File: src/pkg/asw_pkg.sv
// Constants and state type for the host-side controller of an asynchronous 32K x 8 static RAM.
// Assumes a single 50 MHz clock and a synchronous active-low reset.
// How it works
// RULE1: The controller keeps the write strobe high whenever the address lines change; a reset in a write clears the address on the edge the strobe rises.
// RULE2: The memory stores data only while chip select and write strobe are both low.
// RULE3: After the first of chip select or write strobe rises, the controller waits the write recovery interval before the next cycle.
// RULE4: Before the write strobe falls the controller does not drive the data pins.
// RULE5: When chip select falls with or after the write strobe the memory keeps its outputs off.
// RULE6: After a write with chip select still low, the controller releases the data pins for the memory.
// RULE7: With output enable low, the first data shown after a write equals the value just written.
// RULE8: When the address moves on, the memory shows the contents of the new address.
// RULE9: The array holds 32768 words of 8 bits on one shared bidirectional data bus.
// RULE10: With chip select high the memory is in standby with its data pins off.
// RULE11: With chip select low a low write strobe writes and a high one reads, driving only when output enable is low.
// RULE12: Output enable gates the memory drivers; when it is high the data pins are off.
// RULE13: The controller keeps output enable high during write cycles.
package asw_pkg;
   localparam int ADDR_W = 15;
   localparam int DATA_W = 8;
   localparam int CLK_NS = 20;
   // Slower speed grade figures are used so either grade is served.
   localparam int T_WC_NS = 100;
   localparam int T_WP_NS = 70;
   localparam int T_DW_NS = 40;
   localparam int T_WR_NS = 5;
   localparam int T_AA_NS = 100;
   localparam int T_OE_NS = 50;
   localparam int T_OHZ_NS = 35;
   localparam int WP_CYC = (T_WP_NS + CLK_NS - 1) / CLK_NS;
   localparam int WR_CYC = (T_WR_NS + CLK_NS - 1) / CLK_NS;
   localparam int AA_CYC = (T_AA_NS + CLK_NS - 1) / CLK_NS;
   localparam int OHZ_CYC = (T_OHZ_NS + CLK_NS - 1) / CLK_NS;
   localparam int WC_CYC = (T_WC_NS + CLK_NS - 1) / CLK_NS;
   localparam int CNT_W = 4;
   typedef enum logic [2:0] {
      asw_idle, asw_wsetup, asw_wpulse, asw_wrec, asw_rsetup, asw_rwait, asw_rend
   } asw_state_t;
endpackage : asw_pkg

File: src/verilog/asw_ctrl.sv
// Host controller that performs single write and read cycles on an asynchronous static RAM.
// Assumes the RAM pins are wired directly; the bench resolves the data bus from the enables.
module asw_ctrl
   import asw_pkg::*;
(
   input wire logic sys_clk,
   input wire logic nrst,
   input wire logic req_valid,
   input wire logic req_write,
   input wire logic [ADDR_W-1:0] req_addr,
   input wire logic [DATA_W-1:0] req_wdata,
   output logic req_ready,
   output logic rd_valid,
   output logic [DATA_W-1:0] rd_data,
   output logic [ADDR_W-1:0] mem_addr,
   output logic mem_cs_n,
   output logic mem_we_n,
   output logic mem_oe_n,
   output logic [DATA_W-1:0] mem_dq_o,
   output logic mem_dq_oe,
   input wire logic [DATA_W-1:0] mem_dq_i
);
   asw_state_t state;
   logic [CNT_W-1:0] cnt;
   logic [DATA_W-1:0] dq_s1;
   logic [DATA_W-1:0] dq_s2;
   logic [DATA_W-1:0] dq_s3;

   // Every wait state counts up the same way, so the wrap width lives in one place.
   function automatic logic [CNT_W-1:0] cnt_next(input logic [CNT_W-1:0] value);
      return value + 1'b1;
   endfunction : cnt_next

   // The counter is narrow on purpose; a slower grade or a faster clock must widen it.
   if (WP_CYC >= (1 << CNT_W) || WC_CYC >= (1 << CNT_W)) begin : g_bad_wr
      $error("Counter too narrow for the write pulse.");
   end
   if (AA_CYC + 3 >= (1 << CNT_W) || OHZ_CYC >= (1 << CNT_W)) begin : g_bad_rd
      $error("Counter too narrow for the read access.");
   end
   if (WP_CYC < 1 || WR_CYC < 1 || OHZ_CYC < 1) begin : g_bad_min
      $error("Timing counts must be at least one cycle.");
   end

   // Three stages so the stable value is taken once the last two agree.
   always_ff @(posedge sys_clk) begin
      dq_s1 <= mem_dq_i;
      dq_s2 <= dq_s1;
      dq_s3 <= dq_s2;
   end

   always_ff @(posedge sys_clk) begin
      if (!nrst) begin
         state <= asw_idle;
         cnt <= '0;
         req_ready <= 1'b0;
         rd_valid <= 1'b0;
         rd_data <= '0;
         mem_addr <= '0;
         mem_cs_n <= 1'b1;
         mem_we_n <= 1'b1;
         mem_oe_n <= 1'b1;
         mem_dq_o <= '0;
         mem_dq_oe <= 1'b0;
      end else begin
         rd_valid <= 1'b0;
         case (state)
            asw_idle: begin
               req_ready <= 1'b1;
               if (req_valid && req_ready) begin
                  req_ready <= 1'b0;
                  // Outside reset, address only moves here, with the write strobe high.
                  mem_addr <= req_addr; // RULE1
                  mem_cs_n <= 1'b0;
                  mem_oe_n <= 1'b1; // RULE13
                  mem_dq_o <= req_wdata;
                  cnt <= '0;
                  state <= req_write ? asw_wsetup : asw_rsetup;
               end
            end
            asw_wsetup: begin
               // Strobe falls first; data is driven one cycle later, never before.
               mem_we_n <= 1'b0; // RULE4
               state <= asw_wpulse;
            end
            asw_wpulse: begin
               mem_dq_oe <= 1'b1; // RULE2
               cnt <= cnt_next(cnt);
               if (cnt == CNT_W'(WP_CYC)) begin
                  // Strobe and select rise together; data is held this edge.
                  mem_we_n <= 1'b1; // RULE2
                  mem_cs_n <= 1'b1;
                  cnt <= '0;
                  state <= asw_wrec;
               end
            end
            asw_wrec: begin
               mem_dq_oe <= 1'b0; // RULE6
               cnt <= cnt_next(cnt);
               if (cnt_next(cnt) >= CNT_W'(WR_CYC)) begin // RULE3
                  state <= asw_idle;
               end
            end
            asw_rsetup: begin
               mem_oe_n <= 1'b0;
               state <= asw_rwait;
            end
            asw_rwait: begin
               cnt <= cnt_next(cnt);
               // Access time plus the input synchroniser depth.
               if (cnt == CNT_W'(AA_CYC + 3)) begin
                  // A settling bus is never handed on; a bus that never settles stalls here.
                  if (dq_s2 == dq_s3) begin
                     rd_data <= dq_s3;
                     rd_valid <= 1'b1;
                     mem_oe_n <= 1'b1;
                     mem_cs_n <= 1'b1;
                     cnt <= '0;
                     state <= asw_rend;
                  end else begin
                     cnt <= cnt;
                  end
               end
            end
            asw_rend: begin
               // Give the memory time to release the bus before any write drives it.
               cnt <= cnt_next(cnt);
               if (cnt_next(cnt) >= CNT_W'(OHZ_CYC)) begin
                  state <= asw_idle;
               end
            end
            default: state <= asw_idle;
         endcase
      end
   end

   property p_addr_stable;
      @(posedge sys_clk) disable iff (!nrst) !mem_we_n |=> $stable(mem_addr);
   endproperty
   a_addr_stable: assert property (p_addr_stable) else $error("Address moved during write."); // RULE1

   property p_drive_in_overlap;
      @(posedge sys_clk) disable iff (!nrst) mem_dq_oe && !mem_we_n |-> !mem_cs_n;
   endproperty
   a_drive_in_overlap: assert property (p_drive_in_overlap) else $error("Data without select."); // RULE2

   property p_recovery;
      @(posedge sys_clk) disable iff (!nrst) $rose(mem_we_n) |-> mem_cs_n ##1 mem_cs_n;
   endproperty
   a_recovery: assert property (p_recovery) else $error("Recovery too short."); // RULE3

   property p_no_early_drive;
      @(posedge sys_clk) disable iff (!nrst) $fell(mem_we_n) |-> !mem_dq_oe;
   endproperty
   a_no_early_drive: assert property (p_no_early_drive) else $error("Data driven early."); // RULE4

   property p_release;
      @(posedge sys_clk) disable iff (!nrst) $rose(mem_we_n) |=> !mem_dq_oe;
   endproperty
   a_release: assert property (p_release) else $error("Bus not released."); // RULE6

   property p_oe_write;
      @(posedge sys_clk) disable iff (!nrst) !mem_we_n |-> mem_oe_n;
   endproperty
   a_oe_write: assert property (p_oe_write) else $error("Output enable low in write."); // RULE13

   property p_no_fight;
      @(posedge sys_clk) disable iff (!nrst) mem_dq_oe |-> mem_oe_n;
   endproperty
   a_no_fight: assert property (p_no_fight) else $error("Bus contention."); // RULE12

   property p_pulse_len;
      @(posedge sys_clk) disable iff (!nrst) $fell(mem_we_n) |-> !mem_we_n [*4];
   endproperty
   a_pulse_len: assert property (p_pulse_len) else $error("Write pulse short."); // RULE2

   // A reset may cut a cycle short, so a_addr_change and a_data_hold skip the edge after it.
   property p_addr_change;
      @(posedge sys_clk) disable iff (!nrst)
         $changed(mem_addr) && $past(nrst) |-> mem_we_n && $past(mem_we_n);
   endproperty
   a_addr_change: assert property (p_addr_change) else $error("Address moved near strobe."); // RULE1

   property p_ready_idle;
      @(posedge sys_clk) disable iff (!nrst) req_ready |-> mem_cs_n && mem_we_n && mem_oe_n && !mem_dq_oe;
   endproperty
   a_ready_idle: assert property (p_ready_idle) else $error("Ready before recovery."); // RULE3

   property p_read_no_drive;
      @(posedge sys_clk) disable iff (!nrst) !mem_oe_n |-> !mem_dq_oe && mem_we_n;
   endproperty
   a_read_no_drive: assert property (p_read_no_drive) else $error("Driving during read."); // RULE6

   property p_oe_fall;
      @(posedge sys_clk) disable iff (!nrst) $fell(mem_oe_n) |-> !mem_cs_n && mem_we_n;
   endproperty
   a_oe_fall: assert property (p_oe_fall) else $error("Output enable outside a read."); // RULE13

   property p_data_hold;
      @(posedge sys_clk) disable iff (!nrst) $rose(mem_we_n) && $past(nrst) |-> mem_dq_oe;
   endproperty
   a_data_hold: assert property (p_data_hold) else $error("Data not held at strobe end."); // RULE2

   property p_data_stable;
      @(posedge sys_clk) disable iff (!nrst) $changed(mem_dq_o) |-> mem_we_n;
   endproperty
   a_data_stable: assert property (p_data_stable) else $error("Data moved in write."); // RULE2

   property p_select_hold;
      @(posedge sys_clk) disable iff (!nrst) !mem_we_n |-> !mem_cs_n;
   endproperty
   a_select_hold: assert property (p_select_hold) else $error("Strobe without select."); // RULE2

   property p_rd_pulse;
      @(posedge sys_clk) disable iff (!nrst) rd_valid |=> !rd_valid;
   endproperty
   a_rd_pulse: assert property (p_rd_pulse) else $error("Read valid too long."); // RULE8

   property p_read_len;
      @(posedge sys_clk) disable iff (!nrst) $fell(mem_oe_n) |-> !mem_oe_n [*8];
   endproperty
   a_read_len: assert property (p_read_len) else $error("Read access too short."); // RULE8

   property p_cs_end;
      @(posedge sys_clk) disable iff (!nrst) $rose(mem_cs_n) |-> mem_we_n && mem_oe_n;
   endproperty
   a_cs_end: assert property (p_cs_end) else $error("Cycle ended with strobe low."); // RULE3
endmodule : asw_ctrl

File: config.mk
export PLATFORM = sky130hd
export DESIGN_NAME = asw_ctrl
export DESIGN_NICKNAME = d
export VERILOG_FILES = /design/src/pkg/asw_pkg.sv /design/src/verilog/asw_ctrl.sv
export SDC_FILE = /design/constraint.sdc
export NUM_CORES = 1
export LEC_CHECK = 0
export ABC_AREA = 1
export ABC_CLOCK_PERIOD_IN_PS = 3900
export BUFFER_PORTS_ARGS = -buffer_cell sky130_fd_sc_hd__buf_2
export CORE_ASPECT_RATIO = 0.5
export CORE_MARGIN = 4
export CORE_UTILIZATION = 54
export DETAILED_ROUTE_END_ITERATION = 8
export PLACE_DENSITY_LB_ADDON = 0.08
export SLEW_MARGIN = 10
export SYNTH_ARGS = -nofsm -noshare
export SYNTH_HDL_FRONTEND = slang
export SYNTH_SLANG_ARGS = --single-unit
File: constraint.sdc
create_clock -name sys_clk -period 3.9 [get_ports sys_clk]
set_clock_uncertainty 0.15 [all_clocks]
set_input_delay 0.39 -clock sys_clk [delete_from_list [all_inputs] [get_ports sys_clk]]
set_output_delay 0.39 -clock sys_clk [all_outputs]
set_load 0.05 [all_outputs]
Word level (Yosys, flattened, before mapping)
Cells that the tools add are included.

Register bits after elaboration: 68. Input port bits: 35. Word-level logic and storage cells: 73.

$add $sub $neg: 1. Magnitude comparators: 2. Eq/ne operators: 16. Muxes and demuxes: 24. Reductions and logical operators: 16.

Operators by type and width (number): 3-bit two-way mux (7); 3-bit case mux with 7 select lines (1); 4-bit two-way mux (4); 4-bit case mux with 4 select lines (1); 2-bit != test (second input constant) (6); 3-bit equality test (second input constant) (3); 3-bit AND reduction (3); 8-bit equality test (1); 1-bit two-way mux (7); 3-bit by 2-bit equality test with 1-bit output (second input constant) (2); 1-bit case mux with 3 select lines (2); 6-bit AND reduction (1); 3-bit nonzero test (2); 5-bit AND reduction (1); 4-bit by 1-bit adder with 4-bit output (second input constant) (1); 4-bit by 3-bit equality test with 1-bit output (second input constant) (1); 4-bit equality test (second input constant) (1); 4-bit by 1-bit greater-or-equal comparator with 1-bit output (second input constant) (1); 4-bit by 2-bit greater-or-equal comparator with 1-bit output (second input constant) (1); 1-bit case mux with 2 select lines (2); 2-bit AND reduction (2); 4-bit AND reduction (1); 2-bit nonzero test (2); 4-bit nonzero test (1); other kinds (5) (5).

Depth between registers and ports, before layout
Gate-level depths: netlist of the first run.

Depth in word-level cells: 4. Mapped depth: 12.

Worst setup path after synthesis of the first run
No wires, ideal clock.

Path type: reg-to-reg. From: register req_ready. To: register state[0]. Setup time: 0.113 ns. Arrival time: 1.415 ns. Slack: 2.222 ns. Cell stages (with the launch flop): 8. Path buffers: 0. Cell sequence: dfxtp_1 -> nand2_1 -> nand2_4 -> nand2_4 -> nor2_4 -> nand3_2 -> nor2_1 -> nor2_1.

Longest elaborated chain between the ends: 3.

Ends and longest elaborated chain: start: declaration (RTL line asw_ctrl.sv:12) `output logic req_ready,`; start signal: assignment (RTL line asw_ctrl.sv:56) `req_ready <= 1'b0;`; start signal: assignment (RTL line asw_ctrl.sv:69) `req_ready <= 1'b1;`; start signal: assignment (RTL line asw_ctrl.sv:71) `req_ready <= 1'b0;`; 1-bit logical AND (RTL line asw_ctrl.sv:70) `if (req_valid && req_ready) begin`; 2-bit != test (no source line); 6-bit AND reduction (no source line); end signal: assignment (RTL line asw_ctrl.sv:78) `state <= req_write ? asw_wsetup : asw_rsetup;`; end signal: assignment (RTL line asw_ctrl.sv:84) `state <= asw_wpulse;`; end signal: assignment (RTL line asw_ctrl.sv:94) `state <= asw_wrec;`; end: declaration (RTL line asw_ctrl.sv:23) `asw_state_t state;`.

Every way passes these cells. A chain may end at the register's enable or synchronous reset.

Final worst setup path of the first run
From: register state[0]. To: register mem_dq_o[0].

Longest elaborated chain between the ends: 2.

Ends and longest elaborated chain: start signal: assignment (RTL line asw_ctrl.sv:54) `state <= asw_idle;`; start signal: assignment (RTL line asw_ctrl.sv:78); start signal: assignment (RTL line asw_ctrl.sv:84); 3-bit logical NOT (RTL line asw_ctrl.sv:67) `case (state)`; 2-bit AND reduction (no source line); end signal: assignment (RTL line asw_ctrl.sv:76) `mem_dq_o <= req_wdata;`; end: declaration (RTL line asw_ctrl.sv:19) `output logic [DATA_W-1:0] mem_dq_o,`.

Every way passes these cells.

==> results of run 1 <==
cells in the mapped netlist (3+ instances only):
library cell / instances / share of area (%)
nor2_2: 5 / 1.3
xnor2_1: 8 / 2.8
nand4_1: 4 / 1.0
ha_1: 4 / 2.0
inv_1: 10 / 1.5
inv_2: 10 / 1.5
nand2_1: 37 / 5.6
dfxtp_1: 68 / 55
nand3_1: 10 / 2.0
nand2_4: 4 / 1.8
clkbuf_1: 3 / 0.45
a21oi_1: 7 / 1.4
nor2_1: 73 / 11
nand3_2: 4 / 1.6
buf_2: 5 / 1.0
o21ai_0: 8 / 1.6
o21ai_1: 25 / 5.0
layer usage:
layer  wire, um  up-vias
met5          0        -
met4         64        0
met3        247        7
met2       2470       53
met1       2320      920
li1           -     1106
per-stage QoR:
| step | area, sq um | setup slack, ns | hold slack (ns) |
|---|---|---|---|
| final | 3130 | 1.99 | 0.116 |
| after global routing | 3130 | 1.80 | 0.110 |
| after CTS | 3130 | 1.99 | 0.102 |
| after detailed placement | 2870 | 2.02 | 0.162 |
| after global placement | 2870 | 2.09 | 0.160 |
| after floorplan | 2480 | 2.22 | 0.160 |
kinds of logic (layout without fill, tap and decap cells):
kind of cell / Yosys count / count (layout) / synth area share, %
compound gates: 44 / 44 / 9.23
fa+ha+maj: 4 / 4 / 2.02
buf+inv: 28 / 115 / 4.49
flops: 68 / 68 / 54.9
xor+xnor: 8 / 8 / 2.83
simple gates: 141 / 141 / 26.5
registers in the layout (all words and copies together), names as in the netlist, 3 cells and up:
register	flops
cnt	4
dq_s1	8
dq_s2	8
dq_s3	8
mem_addr	15
mem_dq_o	8
rd_data	8
state	3
layout make-up:
cell class                 count  share of cell area (%)
sequential                    68                    43.5
clock buffer                   9                    3.96
tap                           57                    2.28
multi-input combinational    197                    32.2
timing repair buffer          79                    13.9
clock inverter                 7                    1.80
inverter                      20                    2.40
where the power goes:
part / total, W / leakage [nW] / internal [W] / switching, W
clock: 0.000521 / 0.0910 / 0.000239 / 0.000282
combinational: 0.000854 / 0.889 / 0.000243 / 0.000611
sequential: 0.000884 / 0.561 / 0.000806 / 0.0000781
total: 0.00226 / 1.54 / 0.00129 / 0.000971
placed cells by master (no fill, tap or decap), types with 2 or more instances in the layout:
cell           count
a21oi_1            7
buf_2             71
clkbuf_8           9
dfxtp_1           68
dlygate4sd3_1      8
ha_1               4
inv_1             10
inv_2             10
inv_6              4
nand2_1           37
nand2_4            4
nand3_1           10
nand3_2            4
nand4_1            4
nor2_1            73
nor2_2             5
nor2_4             2
o211ai_1           2
o21ai_0            8
o21ai_1           25
xnor2_1            8
worst max path at each step:
stage                                 from                         to  cells past startpoint
global placement     state[0]$_SDFFE_PN0P_  mem_addr[10]$_SDFFE_PN0P_                      6
finish               state[0]$_SDFFE_PN0P_   mem_dq_o[0]$_SDFFE_PN0P_                      6
CTS                  state[0]$_SDFFE_PN0P_   mem_dq_o[0]$_SDFFE_PN0P_                      6
global route         state[0]$_SDFFE_PN0P_  mem_addr[14]$_SDFFE_PN0P_                      6
floorplan           req_ready$_SDFFE_PN0P_      state[0]$_SDFFE_PN0P_                      7
detailed placement   state[0]$_SDFFE_PN0P_   mem_dq_o[0]$_SDFFE_PN0P_                      6
critical path: cells and delay by family, from the launching register on:
| kind | cells | cell delay (ns) |
|---|---|---|
| buffers and inverters | 1 | 0.29 |
| AND/OR/NAND/NOR | 5 | 0.98 |
| flip-flops | 1 | 0.37 |
timing repair:
action | 4_1_cts | 5_1_grt
hold endpoints to repair | 8 | 0
gates resized for setup | 0 | 0
hold buffers | 8 | 0
==> metrics, run 1 <==
final setup TNS=0 ns; R2R Path Start=state[0]$_SDFFE_PN0P_; largest net degree at the start of global routing=38; worst-path cell with the longest stage delay=nor2_4; max-slew violation count=0; DIE AREA=around 5800 sq um; CTS tree=built; final hold vios=0; Seq cells post-synth=slightly below 70; Pleak=between 1.5 and 2 nW; Post-synth EDFFs=0; Netlist Area Pre-Place=approximately 2500 sq um; drt pass-1 iters=5; Mapped Cells=293; starting density of the core=between 50% and 60%; slowest stage delay, CP=about 0.42 ns; Mapped Nets=between 300 and 400; ys flop type=dfxtp_1; gr busiest metal=met2; Synth warnings=0; met2 Usage GRT=about a third; total power=about 0.0023 W; worst reg-to-reg path cell count=6; final wirelength=a little over 5000 um; r2r endpoint=mem_dq_o[0]$_SDFFE_PN0P_; GRT Util Overall=18.9%; fill cell count=approximately 360; clk slew on worst S/H paths=about 0.080 ns; register area share after synthesis=about 55%; grt met3 use=~7.5%; Critical Path End Type=register; max frequency=around 520 MHz; Final #Nets=414; Crit path required time=around 4.0 ns; maximum fanout along the worst path=24; R2R setup slack=roughly 2.0 ns; Clock Tree Root=clkbuf_8; Max Cap Viol=0; total grt overflow=0; Final min period=~1.9 ns; number of vias per cell=roughly 4.8; Vias=2086; Num CTS Buffers=9; clock sink count=68; first-pass GRT wire length=8850 um; n_diodes=0; Max-Slew Margin vs Limit=61.2%; outcome=complete, no violations; I/O Buffers=between 70 and 80; HPWL Detailed=~3600 um; Clk Latency, worst-skew pair=between 0.3 and 0.4 ns; unrepaired setup endpoints after global routing=false; CORE AREA=~4400 sq um; Worst VDD drop=~0.34 mV; Worst Hold Launch=req_addr[5]; area grow syn2layout=26.2%; WS Path Type=reg -> reg; Post-CTS Setup Inserts=0; # rows=17; Hold WC Path Type=in -> reg; Max Buffers Root-to-Sink=2; Async SR Flop Fraction=0%; die width=104 um; share of cells above drive strength 1=~30%; Hold Path End=mem_addr[5]$_SDFFE_PN0P_; vias in the first global route=2042; crit path DAT=about 2 ns; placed insts=413; drt wl/cell=~12 um; IO Count=72; initial drt markers=86; Multi-input gate area=just over 1000 sq um; H-tree depth=3; gp weighted congestion=about 0.81; CP Launch Type=register; Least-Margin Pin Slew=between 0.5 and 0.6 ns; Reg area=about 1400 sq um; met1 Usage GRT=between 20% and 30%; cells along the critical path=nor2_2 > nand2_4 > nor2_4 > inv_2 > nor2_1 > nor2_1; endpoints failing setup=0; CP most frequent cell=nor2_1; Die Ht=about 56 um; non-filler cells, final=437; syn avg cell area=8.46 sq um; Final Util=between 70% and 80%; drt drc=0; WHS Path Cells=3; library cells used by synthesis=23; DRT antenna net count=0; Cell Pwr Density=between 700 and 800 nW/um^2; initial antenna violation count=0; period utilization=49.0%
Power figures use the tool's default switching activity.
==> inputs of run 2 (changes only) <==
ABC_CLOCK_PERIOD_IN_PS = 1700   (was 3900)
CORE_UTILIZATION = 46   (was 54)
clock period = 1.7 ns   (was 3.9 ns; I/O delays follow)
==> run 2 against run 1 <==
Core utilization is 0.75 points higher. Routed wire length is 22% higher. Sequential share of layout area is 5.8 points lower. Non-clock buffer count is 33 higher. Worst hold slack worse by 0.058 ns. Register-to-register slack worse by 1.9 ns. Critical path type unchanged. Sequential power is 130% higher. Global-route usage is 0.14 points higher. Maximum frequency is 15% higher.
==> metrics, run 2 (synthesized netlist as in run 1, its figures left out) <==
number of vias per cell=between 4 and 5; outcome=complete, no violations; Comb power frac=roughly 40%; Die Ht=59.9 um; Max Cap Viol=0; crit path DAT=about 1.7 ns; Reg area=~1400 sq um; sw power=0.00240 W; unrepaired setup endpoints after global routing=true; crit path launch=cnt[1]$_SDFFE_PN0P_; cells along the critical path=inv_4 > ha_4 > inv_2 > nor3_4 > nor2_1 > inv_2 > nand4_1 > nand3_1 > a21oi_1; H-tree depth=3; Crit path required time=1.77 ns; CORE AREA=approximately 5100 sq um; first-pass GRT wire length=around 10000 um; Largest Register=mem_addr; drt drc=0; Worst VDD drop=0.923 mV; setup ws final=between 0.04 and 0.05 ns; R2R setup slack=roughly 0.044 ns; clk slew on worst S/H paths=0.08 ns; clock sink count=68; final wirelength=about 6200 um; Clk Latency, worst-skew pair=approximately 0.34 ns; drt wl/cell=between 10 and 15 um; endpoints failing setup=0; Critical Path End Type=register; slowest stage delay, CP=0.34 ns; R2R Path Start=cnt[1]$_SDFFE_PN0P_; die width=about 110 um; I/O Buffers=71; register share of total power=36.1%; initial drt markers=118; Max-Slew Margin vs Limit=78.4%; Final Util=a little under three quarters; Final #Nets=around 450; initial antenna violation count=0; Final min period=roughly 1.7 ns; fill cell count=roughly 390; Multi-input gate area=1120 sq um; max-slew violation count=0; CP most frequent cell=inv_2; Worst Setup EP=cnt[2]$_SDFFE_PN0P_; Hold WC Path Type=in -> reg; gp weighted congestion=between 0.7 and 0.8; worst-path cell with the longest stage delay=dfxtp_2; max frequency=between 600 and 700 MHz; share of cells above drive strength 1=between 30% and 40%; r2r endpoint=cnt[2]$_SDFFE_PN0P_; CP Launch Type=register; DIE AREA=approximately 6700 sq um; CTS tree=built; Least-Margin Pin Slew=0.323 ns; Cell Pwr Density=between 1500 and 2000 nW/um^2; DRT antenna net count=0; largest net degree at the start of global routing=24; final hold vios=0; vias in the first global route=approximately 2300; max FFs per register=15; Internal=between 0.003 and 0.004 W; total grt overflow=0; Clock Tree Root=clkbuf_8; period utilization=97.4%; Num CTS Buffers=9; GRT Util Overall=19.1%; WS Path Type=reg -> reg; final setup TNS=0 ns; HPWL Detailed=4010 um; commonest non-fill, non-tap cell in the layout=buf_2; area grow syn2layout=46.1%; dpl ws=-0.00788 ns; most frequent cells in the layout=71 x buf_2, 65 x nor2_1, 65 x dfxtp_1; Pleak=around 1.7 nW; clock power share=between 20% and 30%; IO Count=72; worst reg-to-reg path cell count=9; # rows=18; Switching Share=a little over two fifths; maximum fanout along the worst path=4; Vias=~2300; starting density of the core=48.9%; Max Buffers Root-to-Sink=2; drt pass-1 iters=4
## run 2: timing repair
item	CTS	global route
pin swaps	3	10
hold buffers	31	0
gates resized for setup	4	38
endpoints found under the hold margin	31	0
cloned	0	0
setup endpoints to repair	9	37
setup buffers	2	1
## run 2: final cells by class
class                      instances  share of cell area (%)
multi-input combinational        197                    30.8
antenna                            1                  0.0691
sequential                        68                    37.7
tap                               70                    2.42
clock inverter                     7                    2.24
clock buffer                       9                    3.42
inverter                          20                    2.42
timing repair buffer             112                    21.0
## run 2: through the flow
step	cell area [sq um]	std cells	power [W]	hold slack [ns]
2_1_floorplan	2480	293	0.00363	0.0477
4_1_cts	3480	482	0.00555	0.0425
3_3_place_gp	2940	433	0.00404	0.122
6_report	3620	484	0.00564	0.0578
3_5_place_dp	2940	433	0.00410	0.124
5_1_grt	3620	483	0.00596	0.0893
## run 2: power by group through the flow
stage / Combinational [W] / Clock (W) / Sequential, W
after CTS: 0.00214 / 0.00139 / 0.00202
after detailed placement: 0.00205 / 0 / 0.00205
after floorplan: 0.000966 / 0 / 0.00266
after global placement: 0.00200 / 0 / 0.00204
final: 0.00224 / 0.00136 / 0.00204
after global routing: 0.00242 / 0.00147 / 0.00207
## run 2: critical path, delay by kind of cell, from the launching register on
kind                       cells  cell delay, ns
AOI/OAI and AO/OA              1            0.07
DFF                            1            0.34
adders and majority gates      1            0.14
buffers and inverters          3            0.20
and+or+nand+nor                4            0.65
## run 2: worst min path at each step
stage | start | endpoint | slack [ns] | depth (start not counted)
global route | req_write | state[2]$_SDFFE_PN0P_ | 0.09 | 4
finish | req_write | state[0]$_SDFFE_PN0P_ | 0.06 | 5
CTS | req_write | state[0]$_SDFFE_PN0P_ | 0.04 | 5
floorplan | mem_dq_i[0] | dq_s1[0]$_DFF_P_ | 0.05 | 0
detailed placement | mem_dq_i[4] | dq_s1[4]$_DFF_P_ | 0.12 | 1
global placement | mem_dq_i[1] | dq_s1[1]$_DFF_P_ | 0.12 | 1
## run 2: routing by layer
metal,global-route usage (%),up-vias,share of wire [%]
li1,-,1171,-
met1,20.3,1090,41
met2,35.2,53,53
met3,7.99,7,5.2
met4,6.59,0,0.79
met5,0,-,0
==> inputs of run 3 (changes only) <==
GPL_TIMING_DRIVEN = 0   (was default)
==> run 3 against run 2 <==
Via count down 2.0%. Non-clock buffer count up 4. Final cell count up 0.62%. Routed wire length down 5.9%. Sequential cell count unchanged. Maximum frequency up 0.11%. Clock power about the same. Critical path depth up 3. Largest cell class unchanged. First-iteration DRC count down 7.6%. Total power down 0.11%. Largest power group unchanged. Global-route usage down 0.49 points. Register-to-register slack about the same.
==> metrics, run 3 (synthesized netlist as in run 1, its figures left out) <==
outcome=complete, no violations; I/O Buffers=70; drt wl/cell=about 12 um; Cell Pwr Density=about 1600 nW/um^2; Max Buffers Root-to-Sink=2; number of vias per cell=about 4.7; slowest stage delay, CP=~0.36 ns; # rows=18; clock sink count=68; initial drt markers=109; final setup TNS=0 ns; max FFs per register=15; vias in the first global route=2233; Final min period=~1.7 ns; commonest non-fill, non-tap cell in the layout=buf_2; clk slew on worst S/H paths=about 0.080 ns; WS Path Type=reg -> reg; gp weighted congestion=about 0.83; delay-heaviest family, CP=simple AND/OR/NAND/NOR gates; initial antenna violation count=0; Num CTS Buffers=9; starting density of the core=around 49%; DRT antenna net count=0; Die Ht=around 60 um; GRT Util Overall=between 10% and 20%; cells along the critical path=buf_4 > ha_4 > inv_1 > nand2_1 > nand2_1 > nand3_2 > nor2_4 > nor2_4 > nand3_4 > nand2_1 > nand2_1 > nor2_1; endpoints failing setup=0; Cell Area, Placed=about 3000 sq um; Hold WC Path Type=in -> reg; Hold Slack=between 0.04 and 0.05 ns; Least-Margin Pin Slew=roughly 0.37 ns; Max-Slew Margin vs Limit=approximately 75%; Worst VDD drop=just over 0.8 mV; worst-path cell with the longest stage delay=dfxtp_4; Critical Path End Type=register; maximum fanout along the worst path=5; Crit path required time=roughly 1.8 ns; final hold vios=0; HPWL Detailed=slightly below 4000 um; max frequency=604 MHz; Reg area=between 1000 and 1500 sq um; total grt overflow=0; unrepaired setup endpoints after global routing=true; share of cells above drive strength 1=between 30% and 40%; CP most frequent cell=nand2_1; CP Buf/Inv Count=2; area grow syn2layout=44.9%; max-slew violation count=0; largest net degree at the start of global routing=15; fill cell count=402; Largest Register=mem_addr; drt drc=0; Finished Cell Area=3590 sq um; Vias=~2300; CORE AREA=~5000 sq um; n_diodes=0; drt pass-1 iters=4; period utilization=between 90 and 100%; crit path DAT=~1.8 ns; Pleak=approximately 1.7 nW; Max Cap Viol=0; CTS tree=built; Multi-input gate area=approximately 1100 sq um; DIE AREA=approximately 6700 sq um; Clock Tree Root=clkbuf_8; CP Launch Type=register; IO Count=72; H-tree depth=3; Clk Latency, worst-skew pair=between 0.3 and 0.4 ns; die width=112 um; most frequent cells in the layout=75 x buf_2, 69 x nor2_1, 64 x dfxtp_1; first-pass GRT wire length=9750 um; final wirelength=roughly 6000 um; Final #Nets=roughly 450
==> run 3: changes by cell type in the layout (fill, tap and decap cells not counted), sizes merged <==
| cell | before | now |
|---|---|---|
| clkbuf | 9 | 12 |
| diode | 1 | 0 |
| buf | 81 | 82 |
==> run 3: routing by layer <==
layer	up-vias	GRT usage, %	wire length, um
li1	1176	-	-
met1	1042	19.9	2490
met2	50	34.2	3000
met3	6	7.48	326
met4	0	6.59	50
met5	-	0	0
==> run 3: final cells by class <==
cell class	instances	area share (%)
flip-flops and latches	68	38.2
repair buffers	108	19.8
multi-input cells	197	30.5
clock inverters	7	2.26
clock buffers	9	3.45
well taps	70	2.44
plain buffers	8	1.01
inverters	20	2.37
==> run 3: timing repair <==
| item | 4_1_cts | 5_1_grt |
|---|---|---|
| setup buffers | 5 | 2 |
| pin swaps | 4 | 16 |
| endpoints found under the setup margin | 16 | 16 |
| gates resized for setup | 13 | 18 |
| endpoints found under the hold margin | 31 | 0 |
| hold buffers | 31 | 0 |
==> run 3: through the flow <==
stage | instances | util, % | worst slack, ns | total power (W)
after floorplan | 293 | - | 0.0222 | 0.00363
after global placement | 433 | 57.6 | -0.111 | 0.00401
after detailed placement | 433 | 57.6 | -0.129 | 0.00405
after CTS | 485 | 69.2 | -0.00248 | 0.00557
after global routing | 487 | 70.9 | -0.0632 | 0.00600
final | 487 | 70.9 | 0.0457 | 0.00564
==> run 3: worst paths after layout <==
check | from | slack (ns) | to | cells past startpoint
min reg2reg | dq_s1[2]$_DFF_P_ | 0.17 | dq_s2[2]$_DFF_P_ | 0
max | cnt[0]$_SDFFE_PN0P_ | 0.05 | state[0]$_SDFFE_PN0P_ | 12
max reg2reg | cnt[0]$_SDFFE_PN0P_ | 0.05 | state[0]$_SDFFE_PN0P_ | 12
min | req_write | 0.05 | state[2]$_SDFFE_PN0P_ | 4
==> run 3: worst register-to-register path: cells and delay by family (launching register included) <==
kind / cells / cell delay (ns)
DFF: 1 / 0.36
buffers and inverters: 2 / 0.19
adders and majority gates: 1 / 0.16
and+or+nand+nor: 9 / 0.69
==> run 3: where the power goes <==
group	total [W]	switching, W	internal [W]
Combinational	0.00224	0.00154	0.000706
Sequential	0.00204	0.000178	0.00186
Clock	0.00136	0.000661	0.000697
Total	0.00564	0.00237	0.00326
